--- config.mk ---
export PLATFORM = sky130hd
export DESIGN_NAME = dstcr_rx
export DESIGN_NICKNAME = d
export VERILOG_FILES = /design/src/design/dstcr_pkg.sv /design/src/design/dstcr_rx.sv
export SDC_FILE = /design/constraint.sdc
export NUM_CORES = 1
export LEC_CHECK = 0
export BUFFER_PORTS_ARGS = -buffer_cell sky130_fd_sc_hd__buf_4
export CORE_ASPECT_RATIO = 0.7
export CORE_MARGIN = 3
export CORE_UTILIZATION = 50
export DETAILED_ROUTE_END_ITERATION = 16
export HOLD_SLACK_MARGIN = 0.1
export PLACE_DENSITY_LB_ADDON = 0.12
export SETUP_SLACK_MARGIN = 0.05
export SKIP_CTS_REPAIR_TIMING = 1
export SLEW_MARGIN = 25
export SYNTH_ARGS = -nofsm -noshare
export SYNTH_HDL_FRONTEND = slang
export SYNTH_SLANG_ARGS = --single-unit
--- constraint.sdc ---
create_clock -name clock -period 4.8 [get_ports clock]
set_clock_uncertainty 0.05 [all_clocks]
set_input_delay 0.96 -clock clock [delete_from_list [all_inputs] [get_ports clock]]
set_output_delay 0.96 -clock clock [all_outputs]
set_load 0.05 [all_outputs]
--- src/design/dstcr_pkg.sv ---
package dstcr_pkg;
  localparam int DIV_W  = 15;
  localparam int BAND_W = 4;
  // two-wire framing
  localparam logic [3:0] I2C_BYTE_DONE = 4'h8;
  localparam logic [3:0] I2C_ACK_DONE  = 4'h9;
  localparam logic [4:0] ADDR_FIXED    = 5'h18;
  localparam logic [1:0] ADDR_GENERAL  = 2'h1;
  localparam int         ADDR_MA_HI    = 2;
  localparam int         ADDR_MA_LO    = 1;
  localparam int         ADDR_RW       = 0;
  localparam int         BYTE_MSB      = 7;
  // three-wire word lengths and load points
  localparam logic [4:0] TW_BAND_CNT = 5'h04;
  localparam logic [4:0] TW_LEN_18   = 5'h12;
  localparam logic [4:0] TW_LEN_19   = 5'h13;
  localparam logic [4:0] TW_LEN_27   = 5'h1B;
  localparam logic [4:0] TW_CNT_MAX  = 5'h1F;
  localparam int         TW_SH_W     = 27;
  // reference divider ratios
  localparam logic [10:0] REF_DIV_640  = 11'h280;
  localparam logic [10:0] REF_DIV_1024 = 11'h400;
  localparam logic [10:0] REF_DIV_512  = 11'h200;
  // test patterns, msb first
  localparam logic [2:0] TEST_NORMAL   = 3'h1;
  localparam logic [2:0] TEST_SINK     = 3'h6;
  localparam logic [2:0] TEST_SOURCE   = 3'h7;
  localparam logic [2:0] TEST_LOCK_REF = 3'h4;
  localparam logic [2:0] TEST_LOCK_DIV = 3'h5;
  localparam int         TEST_OFF_BIT  = 1;

  typedef struct packed {
    logic       pump_current_select;
    logic       test_select_2;
    logic       test_select_1;
    logic       test_select_0;
    logic       ratio_select_a;
    logic       ratio_select_b;
    logic       tuning_output_off;
  } dstcr_ctrl_s;

  typedef struct packed {
    logic pump_off;
    logic pump_sink;
    logic pump_source;
    logic lock_shows_ref;
    logic lock_shows_half_div;
  } dstcr_test_s;

  typedef enum logic [1:0] {
    I2C_IDLE   = 2'b00,
    I2C_ADDR   = 2'b01,
    I2C_DATA   = 2'b10,
    I2C_IGNORE = 2'b11
  } dstcr_i2c_e;

  typedef enum logic [1:0] {
    KIND_DIV_HI = 2'b00,
    KIND_DIV_LO = 2'b01,
    KIND_CTRL   = 2'b10,
    KIND_BAND   = 2'b11
  } dstcr_kind_e;
endpackage

--- src/design/dstcr_rx.sv ---
`timescale 1ns/1ps
// Contract
// - format select high three-wire, low two-wire
// - module address bits match address select
// - data bytes auto-increment after one address
// - first data msb picks frequency or control
// - data bytes accepted until stop
// - registers load after eighth clock of byte
// - divider is high seven plus low eight
// - pump current bit zero low, one high
// - test pattern 001 is normal operation
// - tuning off bit disables tuning output
// - band bits drive buffers, upper ignored
// - three-wire shifts on falling clock edge
// - band bits load on fifth rising edge
// - 18/19-bit frequency loads at enable fall
// - power-on control defaults applied
// - 18-bit word clears top bit, sets A
// - 19-bit word clears ratio select A
// - 27-bit frequency at 20th rise, control later
// - 27-bit uses both ratio select bits
// - three-wire control bits other than ratio select A change only by 27-bit
// - ratio bits select 640, 1024 or 512
// - test patterns select pump and lock tests
// - short three-wire word keeps frequency
module dstcr_rx
  import dstcr_pkg::*;
#(
  parameter logic RATIO_B_POR = 1'b1
) (
  // clock and reset
  input  wire logic        clock,
  input  wire logic        rst,
  // serial pins
  input  wire logic        bus_format_select,
  input  wire logic [1:0]  addr_select_input,
  input  wire logic        ce_in,
  input  wire logic        scl_in,
  input  wire logic        sda_in,
  output logic             sda_out,
  output logic             sda_oe,
  // programmed state
  output logic [DIV_W-1:0] divider_ratio_bits,
  output dstcr_ctrl_s      pll_control,
  output logic             band_out_1,
  output logic             band_out_2,
  output logic             band_out_3,
  output logic             band_out_4,
  // decoded control
  output logic [10:0]      ref_divider,
  output dstcr_test_s      test_mode,
  output logic             tuning_output_enable
);

  localparam dstcr_ctrl_s CTRL_POR = '{
    pump_current_select: 1'b1,
    test_select_2:       TEST_NORMAL[2],
    test_select_1:       TEST_NORMAL[1],
    test_select_0:       TEST_NORMAL[0],
    ratio_select_a:      1'b0,
    ratio_select_b:      RATIO_B_POR,
    tuning_output_off:   1'b1
  };

  logic                scl_q_reg;
  logic                sda_q_reg;
  logic                ce_q_reg;
  dstcr_i2c_e          i2c_state_reg;
  logic [3:0]          i2c_bits_reg;
  logic [7:0]          i2c_sh_reg;
  logic [6:0]          div_hi_hold_reg;
  logic                pair_first_reg;
  dstcr_kind_e         next_kind_reg;
  logic                sda_oe_reg;
  logic                sda_out_reg;
  logic [4:0]          tw_cnt_reg;
  logic [TW_SH_W-1:0]  tw_sh_reg;
  logic [DIV_W-1:0]    divider_reg;
  dstcr_ctrl_s         ctrl_reg;
  logic [BAND_W-1:0]   band_reg;
  logic [10:0]         ref_div_reg;
  dstcr_test_s         test_reg;
  logic                tune_en_reg;

  logic        i2c_mode;
  logic        scl_rise;
  logic        scl_fall;
  logic        start_cond;
  logic        stop_cond;
  logic        byte_done;
  logic        addr_match;
  logic        data_byte;
  dstcr_kind_e kind_now;
  logic        tw_active;
  logic        tw_band;
  logic        tw_rise20;
  logic        tw_end;
  logic [2:0]  test_bits;

  assign i2c_mode   = ~bus_format_select;
  assign scl_rise   = scl_in & ~scl_q_reg;
  assign scl_fall   = ~scl_in & scl_q_reg;
  assign start_cond = i2c_mode & scl_in & scl_q_reg & sda_q_reg & ~sda_in;
  assign stop_cond  = i2c_mode & scl_in & scl_q_reg & ~sda_q_reg & sda_in;
  assign byte_done  = i2c_mode & scl_fall & (i2c_bits_reg == I2C_BYTE_DONE);
  // general address answers writes whatever the address select
  assign addr_match = (i2c_sh_reg[7:3] == ADDR_FIXED)
                    & ~i2c_sh_reg[ADDR_RW]
                    & (({i2c_sh_reg[ADDR_MA_HI], i2c_sh_reg[ADDR_MA_LO]}
                        == addr_select_input)
                     | ({i2c_sh_reg[ADDR_MA_HI], i2c_sh_reg[ADDR_MA_LO]}
                        == ADDR_GENERAL));
  assign data_byte  = byte_done & (i2c_state_reg == I2C_DATA);
  assign tw_active  = ~i2c_mode & ce_in;
  assign tw_band    = tw_active & scl_rise & (tw_cnt_reg == TW_BAND_CNT);
  assign tw_rise20  = tw_active & scl_rise & (tw_cnt_reg == TW_LEN_19);
  assign tw_end     = ~i2c_mode & ce_q_reg & ~ce_in;
  assign test_bits  = {ctrl_reg.test_select_2, ctrl_reg.test_select_1,
                       ctrl_reg.test_select_0};

  // each pair of bytes opens with a kind chosen by its msb
  always_comb begin
    if (pair_first_reg) begin
      kind_now = i2c_sh_reg[BYTE_MSB] ? KIND_CTRL : KIND_DIV_HI;
    end else begin
      kind_now = next_kind_reg;
    end
  end

  always_ff @(posedge clock) begin
    if (rst) begin
      scl_q_reg <= 1'b1;
      sda_q_reg <= 1'b1;
      ce_q_reg  <= 1'b0;
    end else begin
      scl_q_reg <= scl_in;
      sda_q_reg <= sda_in;
      ce_q_reg  <= ce_in;
    end
  end

  // two-wire framing
  always_ff @(posedge clock) begin
    if (rst || !i2c_mode) begin
      i2c_state_reg  <= I2C_IDLE;
      i2c_bits_reg   <= 4'h0;
      i2c_sh_reg     <= 8'h00;
      pair_first_reg <= 1'b1;
      next_kind_reg  <= KIND_DIV_HI;
    end else if (start_cond) begin
      i2c_state_reg  <= I2C_ADDR;
      i2c_bits_reg   <= 4'h0;
      pair_first_reg <= 1'b1;
    end else if (stop_cond) begin
      i2c_state_reg  <= I2C_IDLE;
      i2c_bits_reg   <= 4'h0;
    end else if (i2c_state_reg != I2C_IDLE) begin
      if (scl_rise && i2c_bits_reg < I2C_BYTE_DONE) begin
        i2c_sh_reg   <= {i2c_sh_reg[6:0], sda_in};
        i2c_bits_reg <= i2c_bits_reg + 4'h1;
      end else if (scl_fall && i2c_bits_reg == I2C_ACK_DONE) begin
        i2c_bits_reg <= 4'h0;
      end else if (byte_done) begin
        i2c_bits_reg <= I2C_ACK_DONE;
        if (i2c_state_reg == I2C_ADDR) begin
          i2c_state_reg <= addr_match ? I2C_DATA : I2C_IGNORE;
        end else if (i2c_state_reg == I2C_DATA) begin
          // auto-increment to the partner byte of the pair
          pair_first_reg <= ~pair_first_reg;
          if (kind_now == KIND_DIV_HI) begin
            next_kind_reg <= KIND_DIV_LO;
          end else begin
            next_kind_reg <= KIND_BAND;
          end
        end
      end
    end
  end

  always_ff @(posedge clock) begin
    if (rst) begin
      div_hi_hold_reg <= 7'h00;
    end else if (data_byte && kind_now == KIND_DIV_HI) begin
      div_hi_hold_reg <= i2c_sh_reg[6:0];
    end
  end

  // acknowledge by holding data low through the ninth clock
  always_ff @(posedge clock) begin
    sda_out_reg <= 1'b0;
    if (rst || !i2c_mode || start_cond || stop_cond) begin
      sda_oe_reg <= 1'b0;
    end else if (byte_done) begin
      sda_oe_reg <= (i2c_state_reg == I2C_DATA)
                  | ((i2c_state_reg == I2C_ADDR) & addr_match);
    end else if (scl_fall && i2c_bits_reg == I2C_ACK_DONE) begin
      sda_oe_reg <= 1'b0;
    end
  end

  // three-wire shifter and falling-edge counter
  always_ff @(posedge clock) begin
    if (rst || i2c_mode) begin
      tw_cnt_reg <= 5'h00;
      tw_sh_reg  <= '0;
    end else if (tw_active && scl_fall) begin
      tw_sh_reg <= {tw_sh_reg[TW_SH_W-2:0], sda_in};
      if (tw_cnt_reg != TW_CNT_MAX) begin
        tw_cnt_reg <= tw_cnt_reg + 5'h01;
      end
    end else if (tw_end) begin
      tw_cnt_reg <= 5'h00;
    end
  end

  // frequency register
  always_ff @(posedge clock) begin
    if (rst) begin
      divider_reg <= '0;
    end else if (data_byte && kind_now == KIND_DIV_LO) begin
      divider_reg <= {div_hi_hold_reg, i2c_sh_reg};
    end else if (tw_rise20) begin
      divider_reg <= tw_sh_reg[DIV_W-1:0];
    end else if (tw_end && tw_cnt_reg == TW_LEN_18) begin
      divider_reg <= {1'b0, tw_sh_reg[DIV_W-2:0]};
    end else if (tw_end && tw_cnt_reg == TW_LEN_19) begin
      divider_reg <= tw_sh_reg[DIV_W-1:0];
    end
  end

  // control register; short words leave the frequency alone
  always_ff @(posedge clock) begin
    if (rst) begin
      ctrl_reg <= CTRL_POR;
    end else if (data_byte && kind_now == KIND_CTRL) begin
      ctrl_reg <= dstcr_ctrl_s'(i2c_sh_reg[6:0]);
    end else if (tw_end && tw_cnt_reg == TW_LEN_27) begin
      ctrl_reg <= dstcr_ctrl_s'(tw_sh_reg[6:0]);
    end else if (tw_end && tw_cnt_reg == TW_LEN_18) begin
      ctrl_reg.ratio_select_a <= 1'b1;
    end else if (tw_end && tw_cnt_reg == TW_LEN_19) begin
      ctrl_reg.ratio_select_a <= 1'b0;
    end
  end

  // band switch register, upper nibble dropped
  always_ff @(posedge clock) begin
    if (rst) begin
      band_reg <= '0;
    end else if (data_byte && kind_now == KIND_BAND) begin
      band_reg <= i2c_sh_reg[BAND_W-1:0];
    end else if (tw_band) begin
      band_reg <= tw_sh_reg[BAND_W-1:0];
    end
  end

  always_ff @(posedge clock) begin
    if (rst) begin
      ref_div_reg <= REF_DIV_640;
    end else if (!ctrl_reg.ratio_select_b) begin
      ref_div_reg <= REF_DIV_640;
    end else if (ctrl_reg.ratio_select_a) begin
      ref_div_reg <= REF_DIV_512;
    end else begin
      ref_div_reg <= REF_DIV_1024;
    end
  end

  always_ff @(posedge clock) begin
    if (rst) begin
      test_reg    <= '0;
      tune_en_reg <= 1'b0;
    end else begin
      test_reg.pump_off    <= ~test_bits[2] & test_bits[TEST_OFF_BIT];
      test_reg.pump_sink   <= (test_bits == TEST_SINK);
      test_reg.pump_source <= (test_bits == TEST_SOURCE);
      test_reg.lock_shows_ref      <= (test_bits == TEST_LOCK_REF);
      test_reg.lock_shows_half_div <= (test_bits == TEST_LOCK_DIV);
      tune_en_reg <= ~ctrl_reg.tuning_output_off;
    end
  end

  assign sda_out              = sda_out_reg;
  assign sda_oe               = sda_oe_reg;
  assign divider_ratio_bits   = divider_reg;
  assign pll_control          = ctrl_reg;
  assign band_out_1           = band_reg[0];
  assign band_out_2           = band_reg[1];
  assign band_out_3           = band_reg[2];
  assign band_out_4           = band_reg[3];
  assign ref_divider          = ref_div_reg;
  assign test_mode            = test_reg;
  assign tuning_output_enable = tune_en_reg;
endmodule

==> key figures, run 1 <==
Status
  – Status: finished clean

STA
  – Final Critical Period: between 2 and 3 ns
  – Final worst slack: 2.202 ns
  – Final TNS setup: 0 ns
  – Worst relative slew slack: 0.3757
  – RSZ-0062 raised after global routing: false
  – Final-report hold violation count: 0
  – Fin crit share: 0.5413
  – Peak Freq: 0.3849 GHz
  – Final Setup Violations: 0
  – Max Slew Vio Count: 0
  – Worst-margin pin slew: around 0.93 ns

Detailed routing
  – Initial DRC Count: 182
  – Routed Antenna Nets: 0
  – Post-route DRC violation count: 0
  – Via count: ~2.9k
  – DR WL/cell: 16.26 um
  – DR vias/cell: 5.597
  – Total iterations of the first detailed-routing run: 5
  – Routed WL: approximately 8.4 mm

Global routing
  – Initial antenna violation count: 0
  – Gr usage total: 0.2108
  – Largest net degree at the start of global routing: 29
  – Vias in the first global route: 2578
  – First-pass GRT wire length: 13.38 mm
  – GRT overflow: 0

Synth
  – XOR/XNOR Fraction of Synth Area: 0.007428
  – Post-synthesis sequential area ratio: 0.4698
  – Post-synthesis mux area share: 0.09056
  – Largest family of logic cells by synthesized area: simple AND/OR/NAND/NOR gates
  – Dominant synthesized flop cell: dfxtp_1
  – Syn_area_per_cell: 9.187 um^2
  – Yosys cell types: 52
  – Post-Synth Simple-Gate Area: 0.2041
  – Synth Warn #: 0
  – Yosys reg bits: 83
  – Synth async-reset ratio: 0
  – Post-Syn Area: 3537 um^2
  – Number of synthesized flops with an enable pin: 0
  – Adder-cell share of the synthesized area: 0.02476
  – Cells after Synth: 385
  – Synth Area in Compound Gates: 0.1493

Setup path
  – Worst setup path end: divider_ratio_bits[12]$_SDFFE_PP0P_
  – Worst Path Max Fanout: 15
  – CP delay by family, top: compound AO/OA/AOI/OAI gates
  – Crit path required time: 4.97 ns
  – CP max stage delay: 0.74 ns
  – Worst Setup Start Kind: primary input
  – Critical R2R Capture: divider_ratio_bits[3]$_SDFFE_PP0P_
  – CP Data Arrival Time: 2.77 ns
  – Bufs and invs on worst path: 1
  – Crit Reg-Reg Startpoint: i2c_bits_reg[0]$_SDFFE_PP0P_
  – Cells along the critical path: buf_4 -> nand3b_1 -> nor3_1 -> a32o_1 -> mux2i_1 -> o2bb2ai_1
  – Worst r2r path cells: 7
  – CP max stage cell: a32o_1
  – Setup CP Type: in -> reg
  – CP startpoint: ce_in
  – Slack of the worst reg-to-reg path: 2.53 ns
  – Crit path depth: 6
  – Crit. End Element: flop

Final layout
  – Post-route non-filler standard cell count: 518
  – Most common cell after layout, fill and taps aside: dfxtp_1
  – Layout cells sized above 1: 0.1686
  – Net count, final: 437
  – Filler cells: 603
  – Number of diodes: 0
  – Layout Utilization: 0.6229
  – Area Overhead vs Synth: 15.28%
  – Commonest cells after routing, fill and taps aside: dfxtp_1 (83), nand2_1 (59), buf_4 (43)
  – Final instance area: ~4100 um^2

Place
  – Hpwl dp: 5.963 mm
  – DP Area: 3861 um^2
  – Pre-CTS WS: 1.840 ns
  – Placer congestion estimate: slightly below 0.9
  – PortBufs: 43
  – Post-placement cell count: 502

Clock tree
  – Worst-path clk slew: 0.08 ns
  – Clk Latency, worst-skew pair: 0.35 ns
  – CTS Sinks: 83
  – Clock tree buffer depth: 2
  – TritonCTS clock tree: done
  – H-tree Lvls: 3
  – Root Driver: clkbuf_8
  – Total CTS buffers: 9

Floorplan
  – Die height: 76.37 um
  – Die width: 106.5 um
  – Initial core utilization: 0.5403
  – I/O Pins: 53
  – Die area: about 8100 um^2
  – Core box area: 6546 um^2
  – Row cnt: 24

Flow run
  – Max-Cap Viols: 0

Power
  – Pleak: 1.503 nW
  – Pwr Density: 313.6 nW/um^2
  – VDD IR max: 178.8 uV

Min path
  – Hold crit path type: reg -> reg
==> how the worst min path moves through the flow <==
stage,from,endpoint,cells after the start
after floorplan,div_hi_hold_reg[2]$_SDFFE_PP0P_,divider_ratio_bits[10]$_SDFFE_PP0P_,1
after global placement,pll_control[1]$_SDFFE_PP1P_,ref_divider[7]$_SDFF_PP1_,1
after detailed placement,pll_control[1]$_SDFFE_PP1P_,ref_divider[7]$_SDFF_PP1_,1
after CTS,pll_control[1]$_SDFFE_PP1P_,ref_divider[7]$_SDFF_PP1_,1
after global routing,pll_control[1]$_SDFFE_PP1P_,ref_divider[7]$_SDFF_PP1_,1
final,pll_control[1]$_SDFFE_PP1P_,ref_divider[7]$_SDFF_PP1_,1
==> power breakdown <==
group	internal (mW)	switching (mW)	total, mW	leakage, nW
Combinational	0.0125	0.0454	0.0579	0.731
Clock	0.283	0.244	0.528	0.102
Sequential	0.691	0.00232	0.693	0.670
Total	0.987	0.292	1.28	1.50
==> final cells by class <==
type / instances / area [um^2] / share of cell area
Multi-Input combinational cell: 273 / 1720 / 0.4219
Sequential cell: 83 / 1662 / 0.4075
Timing Repair Buffer: 43 / 322.8 / 0.07917
Clock buffer: 13 / 168.9 / 0.04142
Tap cell: 91 / 113.9 / 0.02792
Clock inverter: 3 / 45.04 / 0.01105
Inverter: 12 / 45.04 / 0.01105
==> cell usage after synthesis (all sizes together) (2+ instances only) <==
cell type,count,share of area
nor2b,3,0.0053
xor2,2,0.0050
buf,17,0.032
nand3,5,0.0071
dfxtp,83,0.47
nor3b,4,0.0099
inv,12,0.013
nand4bb,2,0.011
mux2i,32,0.091
nor2,41,0.044
nand2b,5,0.0088
a221oi,7,0.017
nor4b,2,0.0050
ha,7,0.025
or2,4,0.0071
a21oi,30,0.042
nand2,59,0.063
nor3,3,0.0057
a211oi,5,0.012
a21o,2,0.0042
nand4b,2,0.0050
nand4,3,0.0053
and3,2,0.0035
o2bb2ai,14,0.035
o21ai,6,0.0096
nor4,3,0.0053
clkbuf,8,0.0085
a22oi,6,0.013
==> cell families (layout without fill, tap and decap cells) <==
| family | count (synthesis) | count (layout) |
|---|---|---|
| AOI/OAI and AO/OA | 77 | 77 |
| xor gates and xnor gates | 3 | 3 |
| adders and majority gates | 7 | 7 |
| buffers and inverters | 37 | 71 |
| DFF | 83 | 83 |
| muxes | 32 | 32 |
| other | 1 | 9 |
| and+or+nand+nor | 145 | 145 |
==> metrics by stage <==
step	hold slack (ns)	total power, mW
after CTS	0.3838	1.289
after floorplan	0.3821	0.7579
after global routing	0.4014	1.324
after detailed placement	0.3648	0.7666
final	0.3792	1.279
after global placement	0.3606	0.7663
==> per-layer routing <==
metal  GRT usage  share of wire  up-vias
li1            -              -     1413
met1      0.3093           0.48     1347
met2      0.3021           0.42      128
met3     0.06435          0.091       11
met4     0.04981          0.012        0
met5           0              0        -
Note: power is estimated with default switching activity, not from simulation.
==> run 2: changes to the inputs <==
Settings changed: ABC_AREA set to 1.
Clock period 4.8 ns to 2.4 ns, I/O delays scaled along.
==> run 2 against run 1 <==
Effect of this change:
- routed wire length increased by 13%
- sequential power increased by 100%
- first-iteration DRC count increased by 77%
- combinational power increased by 150%
- die area increased by 12%
- area after synthesis increased by 13%
- global-route usage increased by 0.50 points
- synthesized cell count increased by 48%
- sequential cell count unchanged
- register-to-register slack got worse by 2.0 ns
- sequential share of layout area decreased by 5.3 points
- largest power group is now clock
==> key figures, run 2 <==
Detailed routing
  – Total iterations of the first detailed-routing run: 6 (was 5)
  – Routed Antenna Nets: 0 (unchanged)
  – DR vias/cell: 5.123 (was 5.597)
  – Routed WL: 9.535 mm (was 8.424 mm)
  – Via count: 3663 (was 2899)
  – DR WL/cell: 13.34 um (was 16.26 um)
  – Post-route DRC violation count: 0 (unchanged)
  – Initial DRC Count: 322 (was 182)

Place
  – Placer congestion estimate: 0.8659 (was 0.8694)
  – Pre-CTS WS: 0.5118 ns (was 1.840 ns)
  – PortBufs: 43 (unchanged)
  – Hpwl dp: 6.940 mm (was 5.963 mm)

Setup path
  – Worst Path Max Fanout: 11 (was 15)
  – Crit. End Element: flop (unchanged)
  – CP Data Arrival Time: 2.11 ns (was 2.77 ns)
  – Worst setup path end: pll_control[1]$_SDFFE_PP1P_ (was divider_ratio_bits[12]$_SDFFE_PP0P_)
  – Slack of the worst reg-to-reg path: 0.51 ns (was 2.53 ns)
  – Crit Reg-Reg Startpoint: tw_cnt_reg[1]$_SDFFE_PP0P_ (was i2c_bits_reg[0]$_SDFFE_PP0P_)
  – Crit path required time: 2.63 ns (was 4.97 ns)
  – Setup CP Type: reg -> reg (was in -> reg)
  – Worst Setup Start Kind: flop (was primary input)
  – CP startpoint: tw_cnt_reg[1]$_SDFFE_PP0P_ (was ce_in)
  – Critical R2R Capture: pll_control[1]$_SDFFE_PP1P_ (was divider_ratio_bits[3]$_SDFFE_PP0P_)
  – Worst r2r path cells: 7 (unchanged)

Synth
  – Post-synthesis sequential area ratio: 0.4142 (was 0.4698)
  – Cell with the most instances after synthesis: nand2_1 (was dfxtp_1)
  – Synth Warn #: 0 (unchanged)
  – Largest family of logic cells by synthesized area: simple AND/OR/NAND/NOR gates (unchanged)
  – Post-Synth Simple-Gate Area: 0.3228 (was 0.2041)
  – Number of synthesized flops with an enable pin: 0 (unchanged)
  – XOR/XNOR Fraction of Synth Area: 0 (was 0.007428)
  – Post-Syn Area: 4011 um^2 (was 3537 um^2)
  – Cells after Synth: 569 (was 385)
  – Yosys reg bits: 83 (unchanged)
  – Syn_area_per_cell: 7.050 um^2 (was 9.187 um^2)
  – Dominant cells by area after synthesis: dfxtp_1 (41%), nand2_1 (9.6%), nor2_1 (9.2%) (was dfxtp_1 (47%), mux2i_1 (9.1%), nand2_1 (6.3%))
  – Post-synthesis mux area share: 0 (was 0.09056)
  – Post-synth top cells: nand2_1 (103), nor2_1 (98), dfxtp_1 (83), inv_1 (70) (was dfxtp_1 (83), nand2_1 (59), nor2_1 (40), mux2i_1 (32), a21oi_1 (30))
  – Post-synth top area share: 0.4142 (was 0.4698)
  – Yosys cell types: 28 (was 52)
  – Dominant synthesized flop cell: dfxtp_1 (unchanged)
  – Synth async-reset ratio: 0 (unchanged)
  – Leading area contributor after synthesis: dfxtp_1 (unchanged)
  – Synth Area in Compound Gates: 0.1092 (was 0.1493)
  – Adder-cell share of the synthesized area: 0.02183 (was 0.02476)

Final layout
  – FF/Latch Area: 1662 um^2 (unchanged)
  – Filler cells: 698 (was 603)
  – Commonest cells after routing, fill and taps aside: nand2_1 (103), nor2_1 (98), dfxtp_1 (83) (was dfxtp_1 (83), nand2_1 (59), buf_4 (43))
  – Number of diodes: 0 (unchanged)
  – Net count, final: 628 (was 437)
  – Area Overhead vs Synth: 16.94% (was 15.28%)
  – Most common cell after layout, fill and taps aside: nand2_1 (was dfxtp_1)
  – Multi-input logic area: 1854 um^2 (was 1720 um^2)
  – Layout cells sized above 1: 0.1669 (was 0.1686)

Floorplan
  – Die width: 113.1 um (was 106.5 um)
  – Core box area: 7547 um^2 (was 6546 um^2)
  – Die height: 80.94 um (was 76.37 um)
  – Initial core utilization: 0.5315 (was 0.5403)
  – I/O Pins: 53 (unchanged)
  – Die area: 9151 um^2 (was 8136 um^2)
  – Row cnt: 26 (was 24)

STA
  – Final-report hold violation count: 0 (unchanged)
  – Fin crit share: 0.7855
  – Worst relative slew slack: 0.5690 (was 0.3757)
  – Final Critical Period: 1.885 ns
  – Peak Freq: about 0.53 GHz
  – Final TNS setup: 0 ns (unchanged)
  – Worst-margin pin slew: 0.6458 ns (was 0.9278 ns)
  – Max Slew Vio Count: 0 (unchanged)
  – Final worst slack: 0.5149 ns (was 2.202 ns)
  – RSZ-0062 raised after global routing: false (unchanged)
  – Final Setup Violations: 0 (unchanged)

Global routing
  – GRT overflow: 0 (unchanged)
  – Gr usage total: 0.2158 (was 0.2108)
  – Largest net degree at the start of global routing: 31 (was 29)
  – Vias in the first global route: 3335 (was 2578)
  – Initial antenna violation count: 0 (unchanged)
  – First-pass GRT wire length: 15.81 mm (was 13.38 mm)

Clock tree
  – CTS Sinks: 83 (unchanged)
  – TritonCTS clock tree: done (unchanged)
  – Total CTS buffers: 9 (unchanged)
  – H-tree Lvls: 3 (unchanged)
  – Root Driver: clkbuf_16 (was clkbuf_8)
  – Clock tree buffer depth: 2 (unchanged)
  – Worst-path clk slew: 0.06 ns (was 0.08 ns)
  – Clk Latency, worst-skew pair: 0.34 ns (was 0.35 ns)

Power
  – Pwr Density: 670.8 nW/um^2 (was 313.6 nW/um^2)
  – VDD IR max: 478.2 uV (was 178.8 uV)
  – Pleak: 2.229 nW (was 1.503 nW)

Min path
  – Hold Startpoint: sda_in (was pll_control[1]$_SDFFE_PP1P_)
  – Hold crit path type: in -> reg (was reg -> reg)

Status
  – Status: finished clean (unchanged)

Flow run
  – Max-Cap Viols: 0 (unchanged)
run 2: stage by stage:
step                hold WS (ns)    util  power (mW)  cell area [um^2]  std cells
finish                    0.3137  0.6215       3.147              4691        715
global route              0.3343  0.6215       3.251              4691        715
CTS                       0.3105  0.6215       3.170              4691        715
detailed placement        0.3812  0.5751       1.570              4340        700
global placement          0.3773  0.5751       1.568              4340        700
floorplan                 0.3798       -       1.542              4041        577
run 2: layout make-up:
| type | count | share of cell area |
|---|---|---|
| Clock buffer | 11 | 0.05388 |
| Clock inverter | 4 | 0.02081 |
| Inverter | 75 | 0.06002 |
| Multi-Input combinational cell | 388 | 0.3953 |
| Sequential cell | 83 | 0.3542 |
| Tap cell | 98 | 0.02614 |
| Timing Repair Buffer | 56 | 0.08962 |
run 2: report_power, final:
| part | switching (mW) | total [mW] | internal (mW) |
|---|---|---|---|
| clock network | 0.537 | 1.60 | 1.07 |
| registers | 0.00932 | 1.40 | 1.39 |
| logic | 0.108 | 0.143 | 0.0344 |
| total | 0.655 | 3.15 | 2.49 |
run 2: metal layers:
metal | wire length (um) | track usage | vias to the layer above
li1 | - | - | 1875
met1 | 4621 | 0.2937 | 1670
met2 | 4262 | 0.3387 | 107
met3 | 570 | 0.05436 | 11
met4 | 80 | 0.06843 | 0
met5 | 0 | 0 | -
run 2: worst min-delay path by stage:
stage,to,cells after the start,slack (ns)
2_1_floorplan,tw_sh_reg[14]$_SDFFE_PP0P_,2,0.38
3_3_place_gp,ref_divider[7]$_SDFF_PP1_,1,0.38
3_5_place_dp,ref_divider[7]$_SDFF_PP1_,1,0.38
4_1_cts,sda_q_reg$_SDFF_PP1_,3,0.31
5_1_grt,sda_q_reg$_SDFF_PP1_,3,0.33
6_report,sda_q_reg$_SDFF_PP1_,3,0.31
run 2: cells by family after synthesis:
| family | count (synthesis) |
|---|---|
| compound gates | 87 |
| fa+ha+maj | 7 |
| buf+inv | 106 |
| flops | 83 |
| other cells | 1 |
| simple gates | 285 |
run 2: worst max-delay path: stages (launching register included):
cell	delay [ns]
dfxtp_1	0.38
ha_1	0.21
nand2_1	0.09
nor2_1	0.38
nand2_1	0.32
o21ai_0	0.23
o21ai_1	0.10
nand3_1	0.07
==> run 3: changes to the inputs <==
Clock period 2.4 ns to 1.7 ns, I/O delays scaled along.
==> run 3 against run 2 <==
Effect of this change:
- register-to-register slack worse by 0.46 ns
- sequential cell count unchanged
- largest power group unchanged
- global-route usage up 0.93 points
- die area unchanged
- sequential share of layout area down 3.2 points
- first-iteration DRC count up 3.1%
- critical endpoint is now divider_ratio_bits[6]$_SDFFE_PP0P_
- count of clock-buffer cells in the layout down 1
- clock power up 28%
- core utilization up 6.5 points
- routed wire length up 11%
- fmax up 14%
- non-clock buffer count up 34
==> key figures, run 3 (same netlist as run 2, synthesis figures left out) <==
Place
  – PortBufs: 43 (unchanged)
  – Hpwl dp: 7.241 mm (was 6.940 mm)
  – DP Area: 4511 um^2 (was 4340 um^2)
  – Post-placement cell count: 721 (was 700)
  – Placer congestion estimate: 0.9051 (was 0.8659)

Floorplan
  – Die area: 9151 um^2 (unchanged)
  – I/O Pins: 53 (unchanged)
  – Die height: 80.94 um (unchanged)
  – Initial core utilization: 0.5315 (unchanged)
  – Die width: 113.1 um (unchanged)
  – Row cnt: 26 (unchanged)
  – Core box area: 7547 um^2 (unchanged)

Detailed routing
  – Routed WL: 10.56 mm (was 9.535 mm)
  – Via count: 3835 (was 3663)
  – Initial DRC Count: 332 (was 322)
  – Total iterations of the first detailed-routing run: 6 (unchanged)
  – DR vias/cell: 5.113 (was 5.123)
  – Routed Antenna Nets: 0 (unchanged)
  – Post-route DRC violation count: 0 (unchanged)
  – DR WL/cell: 14.08 um (was 13.34 um)

Power
  – Tot Pwr: 4.247 mW (was 3.147 mW)
  – Reg power frac: 0.465 (was 0.445)
  – Clk network pwr share: 0.483 (was 0.510)
  – Switching share of power: 0.2239 (was 0.2082)
  – Pwr Density: 819.6 nW/um^2 (was 670.8 nW/um^2)
  – Combinational share of power: 0.052 (was 0.045)
  – Pleak: 2.426 nW (was 2.229 nW)
  – P_int: 3.296 mW (was 2.491 mW)
  – Switching Power: 0.9509 mW (was 0.6551 mW)
  – VDD IR max: 746.2 uV (was 478.2 uV)

Setup path
  – Crit. End Element: flop (unchanged)
  – Cells along the critical path: inv_2 -> ha_4 -> nand3_4 -> nor2_4 -> nand3_4 -> inv_2 -> nor2_4 -> buf_12 -> clkbuf_16 -> nand2_4 -> nand2_2 -> nor2_2 (was ha_1 -> nand2_1 -> nor2_1 -> nand2_1 -> o21ai_0 -> o21ai_1 -> nand3_1)
  – Crit path required time: 1.93 ns (was 2.63 ns)
  – Worst r2r path cells: 12 (was 7)
  – Crit Reg-Reg Startpoint: i2c_bits_reg[1]$_SDFFE_PP0P_ (was tw_cnt_reg[1]$_SDFFE_PP0P_)
  – CP Data Arrival Time: 1.88 ns (was 2.11 ns)
  – Slack of the worst reg-to-reg path: 0.05 ns (was 0.51 ns)
  – Worst Path Max Fanout: 6 (was 11)
  – CP max stage cell: dfxtp_2 (was dfxtp_1)
  – Critical R2R Capture: divider_ratio_bits[6]$_SDFFE_PP0P_ (was pll_control[1]$_SDFFE_PP1P_)
  – Setup CP Type: reg -> reg (unchanged)
  – Worst Setup Start Kind: flop (unchanged)
  – CP max stage delay: 0.32 ns (was 0.38 ns)

STA
  – Final-report hold violation count: 0 (unchanged)
  – Final Critical Period: 1.649 ns (was 1.885 ns)
  – Max Slew Vio Count: 0 (unchanged)
  – Fin crit share: 0.9702 (was 0.7855)
  – RSZ-0062 raised after global routing: true (was false)
  – Final Setup Violations: 0 (unchanged)
  – Peak Freq: 0.6063 GHz (was 0.5305 GHz)

Clock tree
  – Clk Latency, worst-skew pair: 0.34 ns (about the same)
  – Total CTS buffers: 9 (unchanged)
  – H-tree Lvls: 3 (unchanged)
  – CTS Sinks: 83 (unchanged)
  – TritonCTS clock tree: done (unchanged)
  – Root Driver: clkbuf_16 (unchanged)
  – Clock tree buffer depth: 2 (unchanged)
  – Worst-path clk slew: 0.06 ns (about the same)

Global routing
  – Vias in the first global route: 3375 (was 3335)
  – GRT overflow: 0 (unchanged)
  – First-pass GRT wire length: 16.35 mm (was 15.81 mm)
  – Initial antenna violation count: 0 (unchanged)
  – Largest net degree at the start of global routing: 23 (was 31)
  – Gr usage total: 0.2251 (was 0.2158)

Final layout
  – Final instance area: 5181 um^2 (was 4691 um^2)
  – Area Overhead vs Synth: 29.16% (was 16.94%)
  – Number of diodes: 0 (unchanged)
  – Commonest cells after routing, fill and taps aside: nand2_1 (93), buf_4 (83), nor2_1 (79) (was nand2_1 (103), nor2_1 (98), dfxtp_1 (83))
  – Layout cells sized above 1: 0.2853 (was 0.1669)
  – Most common cell after layout, fill and taps aside: nand2_1 (unchanged)
  – Net count, final: 663 (was 628)
  – Layout Utilization: 0.6865 (was 0.6215)
  – Post-route non-filler standard cell count: 750 (was 715)

Min path
  – Hold crit path type: in -> reg (unchanged)
  – Worst hold path depth: 3 (unchanged)
  – Hold Startpoint: scl_in (was sda_in)
  – Worst Hold Path EP: scl_q_reg$_SDFF_PP1_ (was sda_q_reg$_SDFF_PP1_)

Status
  – Status: finished clean (unchanged)

Flow run
  – Max-Cap Viols: 0 (unchanged)
-- run 3: layout make-up --
| type | instances | area, um^2 |
|---|---|---|
| Inverter | 75 | 284.0 |
| Fill cell | 631 | 2366 |
| Clock inverter | 5 | 78.83 |
| Multi-Input combinational cell | 389 | 2049 |
| Clock buffer | 10 | 229.0 |
| Sequential cell | 83 | 1670 |
| Timing Repair Buffer | 90 | 747.0 |
| Tap cell | 98 | 122.6 |
-- run 3: how the worst max path moves through the flow --
| stage | from | to | slack, ns | cells after the start |
|---|---|---|---|---|
| CTS | i2c_bits_reg[0]$_SDFFE_PP0P_ | i2c_bits_reg[0]$_SDFFE_PP0P_ | 0.03 | 7 |
| global route | tw_cnt_reg[0]$_SDFFE_PP0P_ | divider_ratio_bits[9]$_SDFFE_PP0P_ | -0.03 | 11 |
| finish | i2c_bits_reg[1]$_SDFFE_PP0P_ | divider_ratio_bits[6]$_SDFFE_PP0P_ | 0.05 | 12 |
| floorplan | i2c_bits_reg[0]$_SDFFE_PP0P_ | pll_control[1]$_SDFFE_PP1P_ | 0.15 | 9 |
| global placement | i2c_bits_reg[0]$_SDFFE_PP0P_ | i2c_bits_reg[0]$_SDFFE_PP0P_ | 0.04 | 7 |
| detailed placement | i2c_bits_reg[0]$_SDFFE_PP0P_ | i2c_bits_reg[0]$_SDFFE_PP0P_ | 0.04 | 7 |
-- run 3: power by group through the flow --
stage	logic, mW	registers (mW)	clock network [mW]
after floorplan	0.149	2.03	0
after global placement	0.204	2.02	0
after detailed placement	0.207	2.02	0
after CTS	0.209	1.97	2.07
after global routing	0.242	1.98	2.15
final	0.221	1.98	2.05
-- run 3: metrics by stage --
stage | TNS [ns] | setup WS [ns] | hold slack, ns
2_1_floorplan | 0 | 0.1473 | 0.3798
3_3_place_gp | 0 | 0.04236 | 0.3679
3_5_place_dp | 0 | 0.04045 | 0.3751
4_1_cts | 0 | 0.02674 | 0.1734
5_1_grt | -0.07787 | -0.02788 | 0.1809
6_report | 0 | 0.05060 | 0.1784
-- run 3: critical path, delay by kind of cell (launching register included) --
kind | cells | cell delay (ns)
adder cells (fa/ha/maj) | 1 | 0.14
buffers and inverters | 4 | 0.44
flip-flops | 1 | 0.32
AND/OR/NAND/NOR | 7 | 0.62
-- run 3: routing by layer --
layer	vias to the layer above	share of wire	GRT usage
met5	-	0	0
met4	0	0.015	0.06603
met3	18	0.068	0.06999
met2	125	0.45	0.3534
met1	1744	0.47	0.3002
li1	1948	-	-
